===== src/moc_pkg.sv =====
// Constants and types shared by the main oscillator control block
package moc_pkg;
  localparam int unsigned ADDR_W = 8;
  localparam int unsigned DATA_W = 32;
  localparam logic [7:0] OFS_MAIN_OSC = 8'h00;
  localparam logic [7:0] OFS_MAIN_FREQ = 8'h04;
  localparam logic [7:0] OFS_POWER_STATUS = 8'h08;
  localparam logic [7:0] OFS_IRQ_STATUS = 8'h0c;
  localparam logic [7:0] OFS_IRQ_CLEAR = 8'h10;
  localparam logic [7:0] OFS_IRQ_MASK = 8'h14;
  // main_osc_reg fields
  localparam int unsigned BIT_OSC_EN = 0;
  localparam int unsigned BIT_BYPASS = 1;
  localparam int unsigned BIT_MAIN_SEL = 2;
  localparam int unsigned STARTUP_LSB = 8;
  localparam int unsigned STARTUP_W = 8;
  // main_freq_reg fields
  localparam int unsigned FREQ_W = 16;
  localparam int unsigned BIT_FREQ_RDY = 16;
  // power_status_reg fields
  localparam int unsigned BIT_ST_STABLE = 0;
  localparam int unsigned BIT_ST_FREQ_RDY = 1;
  localparam int unsigned BIT_ST_MAIN_SEL = 2;
  // Interrupt status, clear and mask layout
  localparam int unsigned IRQ_W = 2;
  localparam int unsigned IRQ_STABLE = 0;
  localparam int unsigned IRQ_FREQ_RDY = 1;
  localparam logic [IRQ_W-1:0] IRQ_MASK_RESET = 2'h0;
  localparam logic [STARTUP_W-1:0] STARTUP_RESET = 8'h00;
  // Slow clock division for the startup counter
  localparam int unsigned SLOW_DIV = 8;
  localparam int unsigned PRESC_W = 3;
  // Slow clock falling edges that close a frequency measurement
  localparam int unsigned FREQ_FALLS = 16;
  localparam int unsigned FALL_W = 5;
  typedef enum logic [3:0] {
    MOC_IDLE = 4'b0001,
    MOC_WAIT = 4'b0010,
    MOC_COUNT = 4'b0100,
    MOC_DONE = 4'b1000
  } moc_freq_state_t;
endpackage


===== src/moc_edge_if.sv =====
// Synchronised edge pulses of one external clock pin
`timescale 1ns/1ps
interface moc_edge_if;
  logic rise;
  logic fall;
  modport src(output rise, output fall);
  modport dst(input rise, input fall);
endinterface


===== src/moc_edge_sync.sv =====
// Two-stage synchroniser with edge detection for a pin-driven clock
`timescale 1ns/1ps
module moc_edge_sync (
  input wire logic clk,
  input wire logic reset_n,
  input wire logic pinIn,
  moc_edge_if.src edge_o
);
  logic meta;
  logic sync;
  logic syncQ;

  // First stage feeds only the second one
  always_ff @(posedge clk or negedge reset_n) begin
    if (!reset_n) begin
      meta <= 1'b0;
      sync <= 1'b0;
      syncQ <= 1'b0;
    end else begin
      meta <= pinIn;
      sync <= meta;
      syncQ <= sync;
    end
  end

  assign edge_o.rise = sync & ~syncQ;
  assign edge_o.fall = ~sync & syncQ;
endmodule


===== src/moc_main_osc_ctrl.sv =====
// Main oscillator enable, startup timer and main clock frequency counter
`timescale 1ns/1ps
// Functional notes
// - Reset: oscillator off, slow clock selected
// - Clearing enable stops oscillator, clears stable
// - Enable write clears stable, loads down-counter
// - Startup count is eight bits wide
// - Counter at zero sets stable flag
// - Stable rise interrupts when mask bit set
// - Counting starts at next slow rising edge
// - Sixteenth slow falling edge stops, sets ready
// - Final count readable as main cycles
// - Slow clock is the permanent timing reference
module moc_main_osc_ctrl (
  input wire logic clk,
  input wire logic reset_n,
  input wire logic slowClk,
  input wire logic mainClk,
  input wire logic wb_cyc_i,
  input wire logic wb_stb_i,
  input wire logic wb_we_i,
  input wire logic [moc_pkg::ADDR_W-1:0] wb_adr_i,
  input wire logic [3:0] wb_sel_i,
  input wire logic [moc_pkg::DATA_W-1:0] wb_dat_i,
  output logic [moc_pkg::DATA_W-1:0] wb_dat_o,
  output logic wb_ack_o,
  output logic mainOscEnable,
  output logic oscBypassSelect,
  output logic mainClkSelect,
  output logic irq
);
  import moc_pkg::*;

  localparam logic [PRESC_W-1:0] PRESC_LAST = PRESC_W'(SLOW_DIV - 1);
  localparam logic [FALL_W-1:0] FALL_LAST = FALL_W'(FREQ_FALLS - 1);
  localparam logic [FREQ_W-1:0] FREQ_MAX = {FREQ_W{1'b1}};

  moc_edge_if slowEdge ();
  moc_edge_if mainEdge ();

  moc_edge_sync u_slow_sync (
    .clk(clk),
    .reset_n(reset_n),
    .pinIn(slowClk),
    .edge_o(slowEdge)
  );

  // Main clock is edge-sampled, so it must stay below clk/2 to be counted
  moc_edge_sync u_main_sync (
    .clk(clk),
    .reset_n(reset_n),
    .pinIn(mainClk),
    .edge_o(mainEdge)
  );

  logic wbReq;
  logic ctrlWr;
  logic enStart;
  logic enStop;
  logic clrWr;
  logic maskWr;
  logic [STARTUP_W-1:0] startupCount;
  logic [STARTUP_W-1:0] loadCount;
  logic mainOscStable;
  logic starting;
  logic [STARTUP_W-1:0] startCnt;
  logic [PRESC_W-1:0] presc;
  moc_freq_state_t freqState;
  logic [FREQ_W-1:0] mainFreqCount;
  logic [FALL_W-1:0] fallCnt;
  logic freqCountReady;
  logic stableQ;
  logic readyQ;
  logic [IRQ_W-1:0] irqStatus;
  logic [IRQ_W-1:0] irqMask;
  logic [IRQ_W-1:0] irqEvent;
  logic [DATA_W-1:0] rdData;

  assign wbReq = wb_cyc_i & wb_stb_i & ~wb_ack_o;
  assign ctrlWr = wbReq & wb_we_i & (wb_adr_i == OFS_MAIN_OSC);
  assign clrWr = wbReq & wb_we_i & (wb_adr_i == OFS_IRQ_CLEAR) & wb_sel_i[0];
  assign maskWr = wbReq & wb_we_i & (wb_adr_i == OFS_IRQ_MASK) & wb_sel_i[0];
  assign enStart = ctrlWr & wb_sel_i[0] & wb_dat_i[BIT_OSC_EN];
  assign enStop = ctrlWr & wb_sel_i[0] & ~wb_dat_i[BIT_OSC_EN];
  // A write without the count lane reuses the stored count
  assign loadCount = wb_sel_i[1] ? wb_dat_i[STARTUP_LSB +: STARTUP_W] : startupCount;

  always_ff @(posedge clk or negedge reset_n) begin
    if (!reset_n) begin
      mainOscEnable <= 1'b0;
      oscBypassSelect <= 1'b0;
      mainClkSelect <= 1'b0;
      startupCount <= STARTUP_RESET;
    end else if (ctrlWr) begin
      if (wb_sel_i[0]) begin
        mainOscEnable <= wb_dat_i[BIT_OSC_EN];
        oscBypassSelect <= wb_dat_i[BIT_BYPASS];
        mainClkSelect <= wb_dat_i[BIT_MAIN_SEL];
      end
      if (wb_sel_i[1]) begin
        startupCount <= wb_dat_i[STARTUP_LSB +: STARTUP_W];
      end
    end
  end

  // Startup timer; any enabling write restarts it from loadCount, the written count or the stored one
  always_ff @(posedge clk or negedge reset_n) begin
    if (!reset_n) begin
      mainOscStable <= 1'b0;
      starting <= 1'b0;
      startCnt <= STARTUP_RESET;
      presc <= '0;
    end else if (enStop) begin
      mainOscStable <= 1'b0;
      starting <= 1'b0;
    end else if (enStart) begin
      mainOscStable <= 1'b0;
      starting <= 1'b1;
      startCnt <= loadCount;
      presc <= '0;
    end else if (starting) begin
      if (startCnt == '0) begin
        mainOscStable <= 1'b1;
        starting <= 1'b0;
      end else if (slowEdge.rise) begin
        presc <= presc + 1'b1;
        if (presc == PRESC_LAST) begin
          startCnt <= startCnt - 1'b1;
        end
      end
    end
  end

  // Frequency measurement; loss of stable or enable aborts it
  always_ff @(posedge clk or negedge reset_n) begin
    if (!reset_n) begin
      freqState <= MOC_IDLE;
      mainFreqCount <= '0;
      fallCnt <= '0;
      freqCountReady <= 1'b0;
    end else if (!mainOscEnable || !mainOscStable) begin
      freqState <= MOC_IDLE;
      freqCountReady <= 1'b0;
    end else begin
      case (freqState)
        MOC_IDLE: begin
          freqState <= MOC_WAIT;
        end
        MOC_WAIT: begin
          if (slowEdge.rise) begin
            freqState <= MOC_COUNT;
            mainFreqCount <= '0;
            fallCnt <= '0;
          end
        end
        MOC_COUNT: begin
          if (mainEdge.rise && mainFreqCount != FREQ_MAX) begin
            mainFreqCount <= mainFreqCount + 1'b1;
          end
          if (slowEdge.fall) begin
            if (fallCnt == FALL_LAST) begin
              freqState <= MOC_DONE;
              freqCountReady <= 1'b1;
            end else begin
              fallCnt <= fallCnt + 1'b1;
            end
          end
        end
        MOC_DONE: begin
          freqState <= MOC_DONE;
        end
        default: begin
          freqState <= MOC_IDLE;
        end
      endcase
    end
  end

  assign irqEvent[IRQ_STABLE] = mainOscStable & ~stableQ;
  assign irqEvent[IRQ_FREQ_RDY] = freqCountReady & ~readyQ;

  always_ff @(posedge clk or negedge reset_n) begin
    if (!reset_n) begin
      stableQ <= 1'b0;
      readyQ <= 1'b0;
      irqStatus <= '0;
    end else begin
      stableQ <= mainOscStable;
      readyQ <= freqCountReady;
      irqStatus <= (irqStatus & ~(clrWr ? wb_dat_i[IRQ_W-1:0] : '0)) | irqEvent;
    end
  end

  always_ff @(posedge clk or negedge reset_n) begin
    if (!reset_n) begin
      irqMask <= IRQ_MASK_RESET;
    end else if (maskWr) begin
      irqMask <= wb_dat_i[IRQ_W-1:0];
    end
  end

  assign irq = |(irqStatus & irqMask);

  always_comb begin
    rdData = '0;
    if (wb_adr_i == OFS_MAIN_OSC) begin
      rdData[BIT_OSC_EN] = mainOscEnable;
      rdData[BIT_BYPASS] = oscBypassSelect;
      rdData[BIT_MAIN_SEL] = mainClkSelect;
      rdData[STARTUP_LSB +: STARTUP_W] = startupCount;
    end else if (wb_adr_i == OFS_MAIN_FREQ) begin
      rdData[FREQ_W-1:0] = mainFreqCount;
      rdData[BIT_FREQ_RDY] = freqCountReady;
    end else if (wb_adr_i == OFS_POWER_STATUS) begin
      rdData[BIT_ST_STABLE] = mainOscStable;
      rdData[BIT_ST_FREQ_RDY] = freqCountReady;
      rdData[BIT_ST_MAIN_SEL] = mainClkSelect;
    end else if (wb_adr_i == OFS_IRQ_STATUS) begin
      rdData[IRQ_W-1:0] = irqStatus;
    end else if (wb_adr_i == OFS_IRQ_MASK) begin
      rdData[IRQ_W-1:0] = irqMask;
    end
  end

  // Single-cycle acknowledge; unmapped addresses read zero
  always_ff @(posedge clk or negedge reset_n) begin
    if (!reset_n) begin
      wb_ack_o <= 1'b0;
      wb_dat_o <= '0;
    end else begin
      wb_ack_o <= wbReq;
      if (wbReq && !wb_we_i) begin
        wb_dat_o <= rdData;
      end
    end
  end

  a_reset_off: assert property (
    @(posedge clk) disable iff (!reset_n)
    $rose(reset_n) |-> !mainOscEnable && !mainClkSelect && !mainOscStable)
    else $error("oscillator not off after reset");

  a_disable_clears: assert property (
    @(posedge clk) disable iff (!reset_n)
    enStop |=> !mainOscStable && !mainOscEnable)
    else $error("stable flag survived disable");

  a_enable_loads: assert property (
    @(posedge clk) disable iff (!reset_n)
    enStart && wb_sel_i[1] |=> !mainOscStable && starting && startCnt == $past(wb_dat_i[15:8]))
    else $error("startup count not loaded");

  a_zero_stable: assert property (
    @(posedge clk) disable iff (!reset_n)
    starting && startCnt == '0 && !ctrlWr |=> mainOscStable && !starting)
    else $error("stable not set at zero");

  a_irq_raise: assert property (
    @(posedge clk) disable iff (!reset_n)
    $rose(mainOscStable) && irqMask[IRQ_STABLE] && !maskWr |=> irq)
    else $error("stable interrupt missing");

  a_count_start: assert property (
    @(posedge clk) disable iff (!reset_n)
    freqState == MOC_WAIT && slowEdge.rise && mainOscEnable && mainOscStable
      |=> freqState == MOC_COUNT && mainFreqCount == '0)
    else $error("count did not start on slow rise");

  a_ready_sixteen: assert property (
    @(posedge clk) disable iff (!reset_n)
    freqState == MOC_COUNT && slowEdge.fall && fallCnt == 5'd15 && mainOscEnable && mainOscStable
      |=> freqCountReady && freqState == MOC_DONE)
    else $error("ready not set at sixteenth fall");

  a_count_frozen: assert property (
    @(posedge clk) disable iff (!reset_n)
    freqState == MOC_DONE ##1 freqState == MOC_DONE |-> $stable(mainFreqCount))
    else $error("count moved after ready");

  a_ready_drop: assert property (
    @(posedge clk) disable iff (!reset_n)
    !mainOscEnable |=> !freqCountReady)
    else $error("ready held while disabled");
endmodule


===== config.mk =====
export PLATFORM = sky130hd
export DESIGN_NAME = moc_main_osc_ctrl
export DESIGN_NICKNAME = d
export VERILOG_FILES = /design/src/moc_pkg.sv /design/src/moc_edge_if.sv /design/src/moc_edge_sync.sv /design/src/moc_main_osc_ctrl.sv
export SDC_FILE = /design/constraint.sdc
export NUM_CORES = 1
export LEC_CHECK = 0
export CELL_PAD_IN_SITES_DETAIL_PLACEMENT = 2
export CELL_PAD_IN_SITES_GLOBAL_PLACEMENT = 2
export CORE_MARGIN = 10
export CORE_UTILIZATION = 32
export CTS_CLUSTER_DIAMETER = 30
export DETAILED_ROUTE_END_ITERATION = 7
export DONT_BUFFER_PORTS = 1
export GPL_ROUTABILITY_DRIVEN = 1
export PLACE_DENSITY = 0.71
export SLEW_MARGIN = 20
export SYNTH_ARGS = -nofsm -noshare
export SYNTH_HDL_FRONTEND = slang
export SYNTH_SLANG_ARGS = --single-unit

===== constraint.sdc =====
create_clock -name clk -period 2.9 [get_ports clk]
set_input_delay 0.725 -clock clk [delete_from_list [all_inputs] [get_ports clk]]
set_output_delay 0.725 -clock clk [all_outputs]
set_load 0.005 [all_outputs]

==> summary.md, run 1 <==
| Metric | Value |
|---|---|
| Hold buffer count at cts | `0` |
| Post-Synth Simple-Gate Area | `22.1%` |
| Synthesized cell area | `4090 µm²` |
| DP HPWL | `8.84 mm` |
| Die Wd | `133 µm` |
| Clk root buf | `clkbuf_16` |
| XOR/XNOR Fraction of Synth Area | `2.35%` |
| TritonCTS Buffers | `9` |
| # nets final | `470` |
| Vias per cell | `5.32` |
| CP required | `3.18 ns` |
| Synth Area in Adders | `2.14%` |
| Final setup violation count | `0` |
| Max VDD drop | `0.000288 V` |
| Final min period | `2.47 ns` |
| Most frequent cells in the layout | `79 x dfrtp_1, 43 x nand2_1, 37 x nor2_1` |
| Clock latency on the worst-skew pair | `0.34 ns` |
| Register-to-register setup slack | `0.43 ns` |
| Setup TNS after final layout | `0 ns` |
| Max-Cap Viols | `0` |
| Setup crit end kind | `register` |
| Initial drt markers | `149` |
| Drt drc | `0` |
| Die height | `133 µm` |
| Least-Margin Pin Slew | `0.907 ns` |
| Clk sinks | `80` |
| Hold crit path type | `in2async` |
| Status | `finished, final reports clean` |
| First-pass GRT wire length | `20.1 mm` |
| Reg-to-reg critical path endpoint | `fallCnt[2]$_DFFE_PN0P_` |
| Largest family of logic cells by synthesized area | `simple AND/OR/NAND/NOR gates` |
| Initial core utilization | `32.6%` |
| Synth unique cells | `54` |
| Placer Congestion | `0.774` |
| Clock Tree Buf Depth | `2` |
| Cts repair resizes | `0` |
| Routed Antenna Nets | `0` |
| Setup crit start kind | `register` |
| Area grow syn2layout | `10.1%` |
| Final worst setup slack | `0.432 ns` |
| Initial antenna violation count | `0` |
| Share of layout cells above drive strength 1 | `9.42%` |
| CP Class | `reg2reg` |
| Diode count | `0` |
| Tcrit/Tclk final | `85.1%` |
| Layout Skew | `0.00589 ns` |
| Sequential area share after synthesis | `48.9%` |
| RSZ-0062 raised after global routing | `no` |
| Vias in the first global route | `3430` |
| Mapped Cells | `411` |
| Avg Cell Area, Syn | `9.96 µm²` |
| IO Pins | `88` |
| Leading cell type in the layout, fill and taps excluded | `dfrtp_1` |
| TritonRoute pass-1 iters | `4` |
| WL final | `12.3 mm` |
| Vias after detailed routing | `3116` |
| Hold Fails Final Rpt | `0` |
| Post-synth EDFFs | `0` |
| Worst Path Arrival | `2.74 ns` |
| Port bufs | `0` |
| Static Leak | `2.02 nW` |
| Mux cell area share after synthesis | `5.53%` |
| Fin. max-slew vios | `0` |
| Setup Fix Bufs, Post-CTS | `0` |
| Total GRT Usage | `14.2%` |
| CTS H-Tree Depth | `3` |
| Largest net degree at the start of global routing | `81` |
| Ys flop type | `dfrtp_1` |
| Synth warn | `0` |
| Compound-cell area share of the yosys netlist | `13.5%` |
| Die ar. | `17700 µm²` |
| Num rows | `41` |
| Clock slew at reported path FFs | `0.06 ns` |
| Pre-CTS WS | `0.171 ns` |
| Number of synthesized register bits | `80` |
| Reg2reg start | `fallCnt[0]$_DFFE_PN0P_` |
| Core Region | `12600 µm²` |
| CTS tree | `built` |
| Grt ovf | `0` |
| Worst reg2reg path depth | `7` |
| Fmax achieved | `0.405 GHz` |
| Slew HR | `39.5%` |
| Post-synth ARST share | `100%` |
| Pwr dens | `521 nW/µm²` |
| Post-DR wirelength/cell | `20.9 µm` |
| Critical Path Fanout Max | `5` |
[synthesized netlist by cell type (10+ instances only)]
library cell	number	area (µm²)
a221oi_1	10	87.6
buf_4	15	113
dfrtp_1	79	1980
nor2b_1	11	68.8
a21oi_1	21	105
clkbuf_1	12	45.0
mux2_2	13	146
o21ai_0	17	85.1
nor2_1	37	139
and3_1	10	62.6
nand3_1	22	110
nand2_1	43	161
[worst max-delay path by stage]
stage / to / slack [ns] / start
finish: fallCnt[2]$_DFFE_PN0P_ / 0.43 / fallCnt[0]$_DFFE_PN0P_
global route: fallCnt[2]$_DFFE_PN0P_ / 0.24 / fallCnt[0]$_DFFE_PN0P_
CTS: fallCnt[2]$_DFFE_PN0P_ / 0.44 / fallCnt[0]$_DFFE_PN0P_
detailed placement: startCnt[4]$_DFFE_PN0P_ / 0.17 / wb_adr_i[7]
global placement: startCnt[0]$_DFFE_PN0P_ / 0.23 / wb_adr_i[7]
floorplan: startupCount[0]$_DFFE_PN0N_ / 0.71 / wb_adr_i[7]
[power breakdown]
group	internal [mW]	switching, mW	total (mW)
clock	0.677	0.434	1.11
combinational	0.0264	0.0382	0.0646
sequential	1.15	0.0282	1.18
total	1.85	0.500	2.35
[registers in the layout, summed over array words and instances (netlist names), 2 cells and up]
signal	cells
startupCount	8
freqState	4
irqMask	2
wb_dat_o	17
irqStatus	2
startCnt	8
mainFreqCount	16
fallCnt	5
presc	3
[cell type report]
| cell class | instances | area [µm²] |
|---|---|---|
| repair buffers | 7 | 52.6 |
| clock buffers | 12 | 246 |
| inverters | 9 | 33.8 |
| flip-flops and latches | 80 | 2000 |
| well taps | 172 | 215 |
| fillers | 1358 | 8060 |
| clock inverters | 1 | 30.0 |
| multi-input cells | 305 | 1930 |
[worst max-delay path, stage by stage (launching register included)]
cell,delay [ns]
dfrtp_1,0.40
ha_1,0.24
and3_1,0.20
ha_1,0.19
nor3b_1,0.34
o21ai_0,0.27
or4b_2,0.67
nand2_1,0.09
[cell families (layout without fill, tap and decap cells)]
| logic type | after synthesis | in the layout |
|---|---|---|
| and+or+nand+nor | 171 | 171 |
| AOI/OAI and AO/OA | 80 | 80 |
| DFF | 80 | 80 |
| buffers and inverters | 40 | 29 |
| muxes | 21 | 21 |
| xor gates and xnor gates | 11 | 11 |
| adders and majority gates | 7 | 7 |
| other | 1 | 15 |
[metal layers]
layer | global-route usage, % | vias up | wire [µm]
met5 | 0 | - | 0
met4 | 5.26 | 0 | 181
met3 | 3.35 | 11 | 525
met2 | 23.7 | 49 | 6160
met1 | 17.4 | 1609 | 5380
li1 | - | 1447 | -
[per-stage QoR]
step	cell area (µm²)	std cells	total power, mW	hold slack (ns)	utilization [%]
2_1_floorplan	4150	425	1.25	0.331	-
3_3_place_gp	4230	573	1.25	0.335	33.7
3_5_place_dp	4230	573	1.26	0.341	33.7
4_1_cts	4510	586	2.40	0.0578	35.9
5_1_grt	4510	586	2.46	0.0542	35.9
6_report	4510	586	2.35	0.0767	35.9
Note: power is estimated with default switching activity, not from simulation.
==> run 2, diff against run 1 <==
--- a/config.mk
+++ b/config.mk
@@ -13,7 +13,8 @@
 export DETAILED_ROUTE_END_ITERATION = 7
 export DONT_BUFFER_PORTS = 1
 export GPL_ROUTABILITY_DRIVEN = 1
-export PLACE_DENSITY = 0.71
+export PLACE_DENSITY = 0.73
+export REMOVE_ABC_BUFFERS = 1
 export SLEW_MARGIN = 20
 export SYNTH_ARGS = -nofsm -noshare
 export SYNTH_HDL_FRONTEND = slang
==> constraint.sdc (replaced) <==
create_clock -name clk -period 2 [get_ports clk]
set_input_delay 0.5 -clock clk [delete_from_list [all_inputs] [get_ports clk]]
set_output_delay 0.5 -clock clk [all_outputs]
set_load 0.005 [all_outputs]
==> run 2 against run 1 <==
  * The flow now finishes with violations (negative hold slack, negative setup slack)
  * Final cell count up 10%
  * Utilization up 5.6 points
  * Global-route usage up 1.6 points
  * Clock skew up 0.0021 ns
  * Critical path depth unchanged
  * Final area up 16%
==> summary.md, run 2 (synthesized netlist as in run 1, its figures left out) <==
| Metric | Value |
|---|---|
| Status | `finished with violations (was finished, final reports clean)` |
| Failing checks | `negative hold slack, negative setup slack` |
| Setup TNS after final layout | `-0.424 ns (was 0 ns)` |
| Initial drt markers | `153 (was 149)` |
| Vias after detailed routing | `3439 (was 3116)` |
| Post-DR wirelength/cell | `22.1 µm (was 20.9 µm)` |
| IO Pins | `88 (unchanged)` |
| Tcrit/Tclk final | `106% (was 85.1%)` |
| Total GRT Usage | `15.8% (was 14.2%)` |
| Placed insts | `620 (was 573)` |
| Clk root buf | `clkbuf_16 (unchanged)` |
| Critical Path Fanout Max | `5 (unchanged)` |
| Vias per cell | `5.32 (about the same)` |
| Setup crit start kind | `register (unchanged)` |
| # nets final | `530 (was 470)` |
| Clock Tree Buf Depth | `2 (unchanged)` |
| Clk sinks | `80 (unchanged)` |
| RSZ-0062 raised after global routing | `yes (was no)` |
| Max reg flops | `17 (unchanged)` |
| Top Registers | `wb_dat_o: 17 flops, mainFreqCount: 16 flops (unchanged)` |
| Worst-path cell chain | `ha_2 > and4_1 > and3_1 > a2111o_1 > buf_6 > or3_4 > a21oi_2 (was ha_1 > and3_1 > ha_1 > nor3b_1 > o21ai_0 > or4b_2 > nand2_1)` |
| Initial antenna violation count | `0 (unchanged)` |
| Worst Path Arrival | `2.40 ns (was 2.74 ns)` |
| Initial core utilization | `32.6% (unchanged)` |
| Layout Skew | `0.00796 ns (was 0.00589 ns)` |
| Final worst setup slack | `-0.124 ns (was 0.432 ns)` |
| First-pass GRT wire length | `22.2 mm (was 20.1 mm)` |
| Grt ovf | `0 (unchanged)` |
| Die height | `133 µm (unchanged)` |
| Num rows | `41 (unchanged)` |
| TritonRoute pass-1 iters | `4 (unchanged)` |
| WL final | `14.3 mm (was 12.3 mm)` |
| Setup crit end kind | `register (unchanged)` |
| Vias in the first global route | `3933 (was 3430)` |
| DP HPWL | `9.91 mm (was 8.84 mm)` |
| CP required | `2.28 ns (was 3.18 ns)` |
| Die ar. | `17700 µm² (unchanged)` |
| Area grow syn2layout | `27.4% (was 10.1%)` |
| CP Class | `reg2reg (unchanged)` |
| Worst hold margin | `-0.150 ns (was 0.0767 ns)` |
| TritonCTS Buffers | `9 (unchanged)` |
| Final min period | `2.12 ns (was 2.47 ns)` |
| Post-layout util | `41.5% (was 35.9%)` |
| Diode count | `0 (unchanged)` |
| CTS H-Tree Depth | `3 (unchanged)` |
| Hold crit path type | `in2async (unchanged)` |
| Routed Antenna Nets | `0 (unchanged)` |
| Hold Fails Final Rpt | `79 (was 0)` |
| Static Leak | `2.36 nW (was 2.02 nW)` |
| Clock slew at reported path FFs | `0.06 ns (about the same)` |
| Leading cell type in the layout, fill and taps excluded | `dfrtp_1 (unchanged)` |
| Pwr dens | `665 nW/µm² (was 521 nW/µm²)` |
| Final setup violation count | `9 (was 0)` |
| Max incr delay on CP | `0.49 ns (was 0.67 ns)` |
| Die Wd | `133 µm (unchanged)` |
| Critical-path top delay cell | `a2111o_1 (was or4b_2)` |
| Layout Cells excl Fill | `647 (was 586)` |
| Max-Cap Viols | `0 (unchanged)` |
| CTS tree | `built (unchanged)` |
| Port bufs | `0 (unchanged)` |
| Share of layout cells above drive strength 1 | `28.8% (was 9.42%)` |
| Max VDD drop | `0.000398 V (was 0.000288 V)` |
| Fmax achieved | `0.471 GHz (was 0.405 GHz)` |
| Fin. max-slew vios | `0 (unchanged)` |
| Core Region | `12600 µm² (unchanged)` |
| Largest net degree at the start of global routing | `81 (unchanged)` |
| Reg with most FFs | `wb_dat_o (unchanged)` |
| Most frequent cells in the layout | `76 x dfrtp_1, 58 x buf_4, 42 x nand2_1 (was 79 x dfrtp_1, 43 x nand2_1, 37 x nor2_1)` |
| Placer Congestion | `0.806 (was 0.774)` |
| Clock latency on the worst-skew pair | `0.35 ns (was 0.34 ns)` |
| Drt drc | `0 (unchanged)` |
[run 2: worst max-delay path, delay by kind of cell, from the launching register on]
family	cells	cell delay, ns
buffers and inverters	1	0.15
AOI/OAI and AO/OA	2	0.60
DFF	1	0.38
and+or+nand+nor	3	0.71
adders and majority gates	1	0.20
[run 2: final timing paths]
check | from | endpoint | slack (ns) | cells after the start
min reg2reg | u_slow_sync.meta$_DFF_PN0_ | u_slow_sync.sync$_DFF_PN0_ | 0.35 | 0
max reg2reg | mainFreqCount[0]$_DFFE_PN0P_ | mainFreqCount[11]$_DFFE_PN0P_ | -0.12 | 7
max | mainFreqCount[0]$_DFFE_PN0P_ | mainFreqCount[11]$_DFFE_PN0P_ | -0.12 | 7
max in group asynchronous | reset_n | freqState[0]$_DFFE_PN1P_ | 1.97 | 0
min in group clk | slowClk | u_slow_sync.meta$_DFF_PN0_ | 0.18 | 0
min | reset_n | stableQ$_DFF_PN0_ | -0.15 | 0
[run 2: metrics by stage]
step | instance area (µm²) | setup WS, ns | total power, mW
after global placement | 4600 | -0.0751 | 1.83
after floorplan | 3960 | -0.225 | 1.79
after global routing | 5220 | -0.211 | 3.59
final | 5220 | -0.124 | 3.47
after CTS | 4980 | -0.0960 | 3.49
after detailed placement | 4600 | -0.164 | 1.84
[run 2: final cells by class]
cell class                      count  area, µm²
Clock buffer                       11        243
Clock inverter                      3       43.8
Fill cell                        1354       7350
Inverter                            9       33.8
Multi-Input combinational cell    305       2130
Sequential cell                    80       2010
Tap cell                          172        215
Timing Repair Buffer               67        546
[run 2: power by group]
group	leakage [nW]	switching [mW]	total, mW	internal (mW)
Sequential	1.05	0.0379	1.70	1.66
Clock	0.141	0.665	1.65	0.988
Combinational	1.17	0.0650	0.115	0.0503
[run 2: repair_timing]
item	4_1_cts	5_1_grt
endpoints found under the setup margin	15	24
pin swaps	7	25
buffers inserted	6	10
hold endpoints to repair	80	80
gates resized for setup	13	42
[run 2: layer usage]
metal	share of wire [%]	GRT usage (%)	vias up	wire, µm
met3	5.0	4.92	13	708
met2	54	28.8	59	7740
met4	1.0	2.96	0	143
met1	40	17.7	1806	5700
met5	0	0	-	0
li1	-	-	1561	-
